[src/sbcif_pkg.sv]
// Package with flag positions, sizes and reset values for the interrupt flag block
package sbcif_pkg;
  localparam int unsigned FLAG_W           = 10;
  localparam int unsigned SPI_BITS         = 16;
  localparam int unsigned CNT_W            = 5;
  localparam int unsigned BIT_LIN_RESUME   = 0;
  localparam int unsigned BIT_CAN_RESUME   = 1;
  localparam int unsigned BIT_WD_RESTART   = 2;
  localparam int unsigned BIT_LOCAL_RESUME = 3;
  localparam int unsigned BIT_LIN_FAIL     = 4;
  localparam int unsigned BIT_CAN_FAIL     = 5;
  localparam int unsigned BIT_SUPPLY_FAIL  = 6;
  localparam int unsigned BIT_BAT_FAIL     = 7;
  localparam int unsigned BIT_SPI_FRAME    = 8;
  localparam int unsigned BIT_GND_OFFSET   = 9;
  localparam logic [9:0]  FLAGS_RST        = 10'h000;
  localparam logic [4:0]  CNT_RST          = 5'h00;
  localparam logic [4:0]  CNT_MAX          = 5'h1F;
  localparam logic [4:0]  CNT_GOOD         = 5'h10;
endpackage

[src/sbcif_frame_check.sv]
// SPI frame clock counter that judges each frame's length
`timescale 1ns/1ns
module sbcif_frame_check
(
  input  wire logic clk_sys,
  input  wire logic rst_n,
  input  wire logic spi_frame_active,
  input  wire logic spi_sclk_edge,
  output logic      frame_ok_q,
  output logic      frame_bad_q
);
  import sbcif_pkg::*;

  logic [CNT_W-1:0] count_q;
  logic             active_q;
  logic             frame_end;

  assign frame_end = active_q && !spi_frame_active;

  // -------------------------------------------------
  // Clock counting, saturating so long frames stay bad
  // -------------------------------------------------
  always_ff @(posedge clk_sys or negedge rst_n) begin
    if (!rst_n) begin
      count_q  <= CNT_RST;
      active_q <= 1'b0;
    end else begin
      active_q <= spi_frame_active;
      if (!spi_frame_active) begin
        count_q <= CNT_RST;
      end else if (spi_sclk_edge && count_q != CNT_MAX) begin
        count_q <= count_q + 5'h01;
      end
    end
  end

  // -------------------------------------------------
  // Verdict at frame end, one-cycle pulses
  // -------------------------------------------------
  always_ff @(posedge clk_sys or negedge rst_n) begin
    if (!rst_n) begin
      frame_ok_q  <= 1'b0;
      frame_bad_q <= 1'b0;
    end else begin
      frame_ok_q  <= frame_end && (count_q == CNT_GOOD);
      frame_bad_q <= frame_end && (count_q != CNT_GOOD);
    end
  end
endmodule

[src/sbcif_flags.sv]
// Top of the interrupt flag logic: event detection and sticky flag word
`timescale 1ns/1ns
module sbcif_flags
(
  input  wire logic                         clk_sys,
  input  wire logic                         rst_n,
  input  wire logic                         spi_frame_active,
  input  wire logic                         spi_sclk_edge,
  input  wire logic                         spi_cmd_valid,
  input  wire logic                         ground_offset_diag,
  input  wire logic                         battery_sense,
  input  wire logic                         regulator_one_good,
  input  wire logic                         regulator_two_good,
  input  wire logic                         regulator_three_good,
  input  wire logic [1:0]                   can_fail_status,
  input  wire logic [1:0]                   lin_fail_status,
  input  wire logic                         wake_pin,
  input  wire logic                         wd_restart,
  input  wire logic                         wd_off,
  input  wire logic                         can_wake_event,
  input  wire logic                         lin_wake_event,
  input  wire logic [sbcif_pkg::FLAG_W-1:0] flag_clear,
  output logic [sbcif_pkg::FLAG_W-1:0]      irq_flags_q,
  output logic                              spi_cmd_accept_q
);
  import sbcif_pkg::*;

  logic              frame_ok;
  logic              frame_bad;
  logic              gnd_q;
  logic              bat_q;
  logic [2:0]        reg_q;
  logic [1:0]        can_q;
  logic [1:0]        lin_q;
  logic              wake_q;
  logic              prime_q;
  logic [FLAG_W-1:0] set_vec;
  logic              gnd_flag_q;
  logic              spi_flag_q;
  logic              bat_flag_q;
  logic              sup_flag_q;
  logic              canf_flag_q;
  logic              linf_flag_q;
  logic              loc_flag_q;
  logic              wdr_flag_q;
  logic              canr_flag_q;
  logic              linr_flag_q;

  function automatic logic fell(input logic prev, input logic now);
    fell = prev && !now;
  endfunction

  // Set beats clear, so an event in the clearing cycle is never lost
  function automatic logic sticky(input logic held, input logic clr, input logic evt);
    sticky = (held && !clr) || evt;
  endfunction

  sbcif_frame_check u_frame (
    .clk_sys          (clk_sys),
    .rst_n            (rst_n),
    .spi_frame_active (spi_frame_active),
    .spi_sclk_edge    (spi_sclk_edge),
    .frame_ok_q       (frame_ok),
    .frame_bad_q      (frame_bad)
  );

  // -------------------------------------------------
  // Previous input levels for edge detection
  // -------------------------------------------------
  // Prime keeps the first sample after reset from faking a change
  always_ff @(posedge clk_sys or negedge rst_n) begin
    if (!rst_n) begin
      prime_q <= 1'b0;
      gnd_q   <= 1'b0;
      bat_q   <= 1'b0;
      reg_q   <= 3'h0;
      can_q   <= 2'h0;
      lin_q   <= 2'h0;
      wake_q  <= 1'b0;
    end else begin
      prime_q <= 1'b1;
      gnd_q   <= ground_offset_diag;
      bat_q   <= battery_sense;
      reg_q   <= {regulator_three_good, regulator_two_good, regulator_one_good};
      can_q   <= can_fail_status;
      lin_q   <= lin_fail_status;
      wake_q  <= wake_pin;
    end
  end

  // -------------------------------------------------
  // Event vector
  // -------------------------------------------------
  always_comb begin
    set_vec = FLAGS_RST;
    set_vec[BIT_SPI_FRAME]    = frame_bad;
    set_vec[BIT_GND_OFFSET]   = prime_q && (gnd_q != ground_offset_diag);
    set_vec[BIT_BAT_FAIL]     = prime_q && fell(bat_q, battery_sense);
    set_vec[BIT_SUPPLY_FAIL]  = prime_q && (fell(reg_q[0], regulator_one_good)
                                || fell(reg_q[1], regulator_two_good)
                                || fell(reg_q[2], regulator_three_good));
    set_vec[BIT_CAN_FAIL]     = prime_q && (can_q != can_fail_status);
    set_vec[BIT_LIN_FAIL]     = prime_q && (lin_q != lin_fail_status);
    set_vec[BIT_LOCAL_RESUME] = prime_q && fell(wake_q, wake_pin);
    set_vec[BIT_WD_RESTART]   = wd_restart && wd_off;
    set_vec[BIT_CAN_RESUME]   = can_wake_event;
    set_vec[BIT_LIN_RESUME]   = lin_wake_event;
  end

  // -------------------------------------------------
  // Sticky flags, one register per event kind
  // -------------------------------------------------
  always_ff @(posedge clk_sys or negedge rst_n) begin
    if (!rst_n) begin
      gnd_flag_q <= FLAGS_RST[BIT_GND_OFFSET];
    end else begin
      gnd_flag_q <= sticky(gnd_flag_q, flag_clear[BIT_GND_OFFSET], set_vec[BIT_GND_OFFSET]);
    end
  end

  always_ff @(posedge clk_sys or negedge rst_n) begin
    if (!rst_n) begin
      spi_flag_q <= FLAGS_RST[BIT_SPI_FRAME];
    end else begin
      spi_flag_q <= sticky(spi_flag_q, flag_clear[BIT_SPI_FRAME], set_vec[BIT_SPI_FRAME]);
    end
  end

  always_ff @(posedge clk_sys or negedge rst_n) begin
    if (!rst_n) begin
      bat_flag_q <= FLAGS_RST[BIT_BAT_FAIL];
    end else begin
      bat_flag_q <= sticky(bat_flag_q, flag_clear[BIT_BAT_FAIL], set_vec[BIT_BAT_FAIL]);
    end
  end

  always_ff @(posedge clk_sys or negedge rst_n) begin
    if (!rst_n) begin
      sup_flag_q <= FLAGS_RST[BIT_SUPPLY_FAIL];
    end else begin
      sup_flag_q <= sticky(sup_flag_q, flag_clear[BIT_SUPPLY_FAIL], set_vec[BIT_SUPPLY_FAIL]);
    end
  end

  always_ff @(posedge clk_sys or negedge rst_n) begin
    if (!rst_n) begin
      canf_flag_q <= FLAGS_RST[BIT_CAN_FAIL];
    end else begin
      canf_flag_q <= sticky(canf_flag_q, flag_clear[BIT_CAN_FAIL], set_vec[BIT_CAN_FAIL]);
    end
  end

  always_ff @(posedge clk_sys or negedge rst_n) begin
    if (!rst_n) begin
      linf_flag_q <= FLAGS_RST[BIT_LIN_FAIL];
    end else begin
      linf_flag_q <= sticky(linf_flag_q, flag_clear[BIT_LIN_FAIL], set_vec[BIT_LIN_FAIL]);
    end
  end

  always_ff @(posedge clk_sys or negedge rst_n) begin
    if (!rst_n) begin
      loc_flag_q <= FLAGS_RST[BIT_LOCAL_RESUME];
    end else begin
      loc_flag_q <= sticky(loc_flag_q, flag_clear[BIT_LOCAL_RESUME], set_vec[BIT_LOCAL_RESUME]);
    end
  end

  always_ff @(posedge clk_sys or negedge rst_n) begin
    if (!rst_n) begin
      wdr_flag_q <= FLAGS_RST[BIT_WD_RESTART];
    end else begin
      wdr_flag_q <= sticky(wdr_flag_q, flag_clear[BIT_WD_RESTART], set_vec[BIT_WD_RESTART]);
    end
  end

  always_ff @(posedge clk_sys or negedge rst_n) begin
    if (!rst_n) begin
      canr_flag_q <= FLAGS_RST[BIT_CAN_RESUME];
    end else begin
      canr_flag_q <= sticky(canr_flag_q, flag_clear[BIT_CAN_RESUME], set_vec[BIT_CAN_RESUME]);
    end
  end

  always_ff @(posedge clk_sys or negedge rst_n) begin
    if (!rst_n) begin
      linr_flag_q <= FLAGS_RST[BIT_LIN_RESUME];
    end else begin
      linr_flag_q <= sticky(linr_flag_q, flag_clear[BIT_LIN_RESUME], set_vec[BIT_LIN_RESUME]);
    end
  end

  // -------------------------------------------------
  // Status word: wiring only, every bit is a flop
  // -------------------------------------------------
  always_comb begin
    irq_flags_q                   = FLAGS_RST;
    irq_flags_q[BIT_GND_OFFSET]   = gnd_flag_q;
    irq_flags_q[BIT_SPI_FRAME]    = spi_flag_q;
    irq_flags_q[BIT_BAT_FAIL]     = bat_flag_q;
    irq_flags_q[BIT_SUPPLY_FAIL]  = sup_flag_q;
    irq_flags_q[BIT_CAN_FAIL]     = canf_flag_q;
    irq_flags_q[BIT_LIN_FAIL]     = linf_flag_q;
    irq_flags_q[BIT_LOCAL_RESUME] = loc_flag_q;
    irq_flags_q[BIT_WD_RESTART]   = wdr_flag_q;
    irq_flags_q[BIT_CAN_RESUME]   = canr_flag_q;
    irq_flags_q[BIT_LIN_RESUME]   = linr_flag_q;
  end

  // -------------------------------------------------
  // Command gating: only well-formed frames pass on
  // -------------------------------------------------
  always_ff @(posedge clk_sys or negedge rst_n) begin
    if (!rst_n) begin
      spi_cmd_accept_q <= 1'b0;
    end else begin
      spi_cmd_accept_q <= frame_ok && spi_cmd_valid;
    end
  end
endmodule

[config.mk]
export PLATFORM = sky130hd
export DESIGN_NAME = sbcif_flags
export DESIGN_NICKNAME = d
export VERILOG_FILES = /design/src/sbcif_pkg.sv /design/src/sbcif_frame_check.sv /design/src/sbcif_flags.sv
export SDC_FILE = /design/constraint.sdc
export NUM_CORES = 1
export LEC_CHECK = 0
export BUFFER_PORTS_ARGS = -buffer_cell sky130_fd_sc_hd__buf_2
export CORE_MARGIN = 1.5
export CORE_UTILIZATION = 49
export CTS_CLUSTER_SIZE = 8
export DETAILED_ROUTE_END_ITERATION = 7
export PLACE_DENSITY = 0.9
export SYNTH_ARGS = -nofsm -noshare
export SYNTH_HDL_FRONTEND = slang
export SYNTH_SLANG_ARGS = --single-unit
export TNS_END_PERCENT = 10
[constraint.sdc]
create_clock -name clk_sys -period 2.5 [get_ports clk_sys]
set_input_delay 0.5 -clock clk_sys [delete_from_list [all_inputs] [get_ports clk_sys]]
set_output_delay 0.5 -clock clk_sys [all_outputs]
set_load 0.02 [all_outputs]
# == Word level (Yosys, flattened, before mapping) ==
# Cells that the tools add are included.
# word_totals
regBits,30
in_bits,29
elab_cells,87
# classes
addsub,1
eq_ne,7
mux,2
reduce_logical,55
# op_table
operator,count
$logic_and 1x1->1,27
$logic_not 1->1,16
$logic_or 1x1->1,12
$mux 5,2
$ne 5x5->1 const B,2
$add 5x1->5 const B,1
$eq 5x5->1 const B,1
$ne 2x2->1,2
$ne 2x1->1 const B,1
$ne 1x1->1,1

# == Logic depth before layout (Yosys ltp) ==
# logic_depth
word_depth,6
mapped_depth,7
depth_no_buf,6

# == By module ==
# From an unflattened synthesis, not the netlist that was laid out.
# unflattened
hier_cells,103
hier_area_um2,1226.2
# by_module_without_submodules
module,n_inst,cells_per_inst,area_per_inst_um2,seq_area_each_um2
sbcif_flags,1,69,830.8,550.5
sbcif_frame_check,1,34,395.4,200.2

# == Least setup slack after synthesis ==
# No wires, ideal clock.
# synth_path
kind,reg-to-reg
from,reg u_frame.count_q[0]
to,reg u_frame.count_q[3]
arrival_time_ns,1.637
t_required_ns,2.422
slack_ns,0.785
stages_incl_launch_ff,8
n_path_buf,1
period_less_slack_ns,1.715
cell_sequence,dfrtp_1 > ha_1 > and3_1 > ha_1 > nand2b_4 > buf_6 > or3_1 > a21boi_1
# synth_between
elab_chain_len,3
# synth_lines
element,line,source
from (decl),sbcif_frame_check.sv:14,logic [CNT_W-1:0] count_q;
from (signal assigned),sbcif_frame_check.sv:32,count_q <= count_q + 5'h01;
$add 5x1->5 or $ne 5x5->1 (tied branches),"sbcif_frame_check.sv:32, sbcif_frame_check.sv:31",
$mux 5 or $logic_and 1x1->1 (tied branches),sbcif_frame_check.sv:31,end else if (spi_sclk_edge && count_q != CNT_MAX) begin
$mux 5 or $ne 2x1->1 (tied branches),--,
# Parallel ways exist; a longest one is shown, timed or not. The select of a mux whose other input is x is not followed.
# A chain may end at the register's enable or synchronous reset.

# == Final worst setup path ==
# Same ends and word-level chain as after synthesis.

==> impl_metrics.toml <==
[run_status]
status = "finished, final reports clean"

[floorplanning]
rows = 17
die_y_microns = 53.0
dieArea_sq_mm = 0.00281
core_sq_mm = 0.00230
die_w_microns = 53.0
io_pins = 40
start_util = 0.534

[cts]
cts.sinks = 30
cts_root_buf = "clkbuf_4"
cts_tree = "yes"
postCtsSetupBuffers = 0
h-tree-depth = 2
cts_buffers = 5
hold_buffers = 0
clk_latency_ps = 310
cts_max_path_buffers = 2
clkSlewWorstSetupHoldPaths_ps = 90
cts-resized-gates = 0

[final_layout]
fill_cells = 177
final_common_cell = "buf_2"
final_core_util = 0.623
layout-drive-gt1-share = 0.338
area_growth_pct = 16.6
layout_common_cells = "buf_2, dfrtp_1, inv_1, o21ai_0, clkbuf_4"
n_antenna_cell = 0
stdcell_area_sq_mm = 0.00143
final_net_count = 170

[sta]
setup_tns_ps = 0
worst_slew_pin_slew_ps = 625
relSlewSlack = 0.583
min_period_ps = 1730
hold_ws_ps = 195
final-setup-viol-count = 0
skew_ps = 4.11
hold_viol = 0
final_max_slew_viol_count = 0
finalCritPeriodShare = 0.693
max_freq_ghz = 0.577
grt_setup_unrepaired = "false"

[logic_synthesis]
yosys.area.top_type = "dfrtp_1"
synth.net_count = 135
synth_area_per_cell_sq_um = 11.9
yosysTopAreaCellShare = 0.612
ys_warn_count = 0
synth_area_sq_mm = 0.00123
syn_inst = 103
ys_ff_latch = 30
ys_seq_area_frac = 0.612
yosys-top-cells-area = "dfrtp_1, buf_4, inv_1, o21ai_0, ha_1"
ys_types = 26

[drt]
drt_pass1_iterations = 7
viasPerCell = 4.84
dr_wl_met3_microns = 143
wl_met2_microns = 968
finalWirelength_mm = 1.92
highest_layer = "met4"
first_iter_violations = 8
drc = 0
ant_nets = 0
via_count = 808
wire_per_inst_microns = 11.5
wl_met1_microns = 793

[setup_path]
start_kind = "flop"
critPathRequiredTime_ps = 2740
worstPathArrival_ps = 1970
path_cells = "ha_1 > and3_1 > ha_1 > nand2b_4 > or3_1 > a21boi_1"
cp_top_family = "simple AND/OR/NAND/NOR gates"
reg2reg_depth = 6
timing_worst_setup_path_type = "reg -> reg"
r2r_slack_ps = 770
cp.buffers_inverters = 0
r2r_start = "u_frame.count_q[0]"
reg2reg_to = "u_frame.count_q[3]"
cpMaxStageDelayCell = "dfrtp_1"
critPathMaxStageDelay_ps = 430
cpMostUsedCell = "ha_1"
crit_path_max_fanout = 5
crit_path_end_kind = "flop"

[placement]
hpwl_mm = 1.44
gp_congestion = 0.823
io_buffer_count = 39
place_area_sq_mm = 0.00137

[min_path]
min_path_type = "in -> async"

[global_routing]
grt_pass1_vias = 827
grt_overflow = 0
antenna_found_initial = 0
grt_max_degree = 31
grt_use_total = 0.169
grt_pass1_wl_mm = 3.26

[pwr]
ir_drop_mv = 0.400
p_leak_uw = 0.000770
p_per_area_mw_per_mm2 = 648

[job]
cap_viol_max_count = 0
## cell type report
type	instances	area [sq um]	share of cell area
Sequential cell	30	751	0.525
Multi-Input combinational cell	46	329	0.230
Timing Repair Buffer	39	195	0.136
Inverter	16	60.1	0.0420
Clock buffer	7	55.1	0.0385
Tap cell	28	35.0	0.0245
Clock inverter	1	5.00	0.00350
## per-stage QoR
step,power [uW],std cells,worst slack (ps)
3_3_place_gp,644,159,853
6_report,927,167,768
5_1_grt,989,167,683
3_5_place_dp,652,159,790
2_1_floorplan,616,103,785
4_1_cts,943,167,763
## Yosys cell counts
cell / instances
dfrtp_1: 30
and2_1: 3
and3_1: 1
a21o_1: 3
a21boi_1: 1
nand2_1: 2
buf_6: 1
xor2_1: 4
a222oi_1: 1
xnor2_1: 3
or3_1: 1
nand2b_1: 1
nand3b_1: 3
o22ai_1: 2
nor3_1: 1
conb_1: 1
nand3_1: 1
buf_4: 10
mux2i_1: 2
nor2_1: 1
inv_1: 16
ha_1: 3
nor2b_1: 2
nand2b_4: 1
o21ai_0: 8
nor4_1: 1
## state kept, by name, indices dropped and copies added (netlist names)
| name | cells |
|---|---|
| u_frame.count_q | 5 |
| reg_q | 3 |
| can_q | 2 |
| lin_q | 2 |
| bat_flag_q | 1 |
| bat_q | 1 |
| canf_flag_q | 1 |
| canr_flag_q | 1 |
| gnd_flag_q | 1 |
| gnd_q | 1 |
| linf_flag_q | 1 |
| linr_flag_q | 1 |
| loc_flag_q | 1 |
| prime_q | 1 |
| spi_cmd_accept_q | 1 |
| spi_flag_q | 1 |
| sup_flag_q | 1 |
| u_frame.active_q | 1 |
| u_frame.frame_bad_q | 1 |
| u_frame.frame_ok_q | 1 |
| wake_q | 1 |
| wdr_flag_q | 1 |
## logic make-up after synthesis
family	after synthesis	synth area share
AND/OR/NAND/NOR	18	0.0929
other	1	0.00306
adder cells (fa/ha/maj)	3	0.0306
buffers and inverters	27	0.119
XOR/XNOR	7	0.0500
multiplexers	2	0.0163
flip-flops	30	0.612
AO/OA/AOI/OAI	15	0.0755
## worst reg2reg max path: stages, from the launching register on
cell and delay, ps:
dfrtp_1 430, ha_1 220, and3_1 170, ha_1 190, nand2b_4 170, or3_1 340, a21boi_1 150
## worst max path at each step
stage	from	to	slack (ps)	cells after the start
3_5_place_dp	u_frame.count_q[0]	u_frame.count_q[3]	790	6
2_1_floorplan	u_frame.count_q[0]	u_frame.count_q[3]	790	7
6_report	u_frame.count_q[0]	u_frame.count_q[3]	770	6
3_3_place_gp	u_frame.count_q[0]	u_frame.count_q[3]	850	6
5_1_grt	u_frame.count_q[0]	u_frame.count_q[3]	680	6
4_1_cts	u_frame.count_q[0]	u_frame.count_q[3]	760	6
## per-layer routing
metal | vias up | global-route usage
met4 | 0 | 0.0855
met3 | 2 | 0.0593
met5 | - | 0
met2 | 34 | 0.308
li1 | 386 | -
met1 | 386 | 0.167
## report_power, final
part | leakage (uW) | internal [uW] | switching (uW)
Combinational | 0.000367 | 48.4 | 62.0
Sequential | 0.000368 | 514 | 16.0
Clock | 0.0000353 | 136 | 151
Total | 0.000770 | 699 | 229
Power figures use the tool's default switching activity.
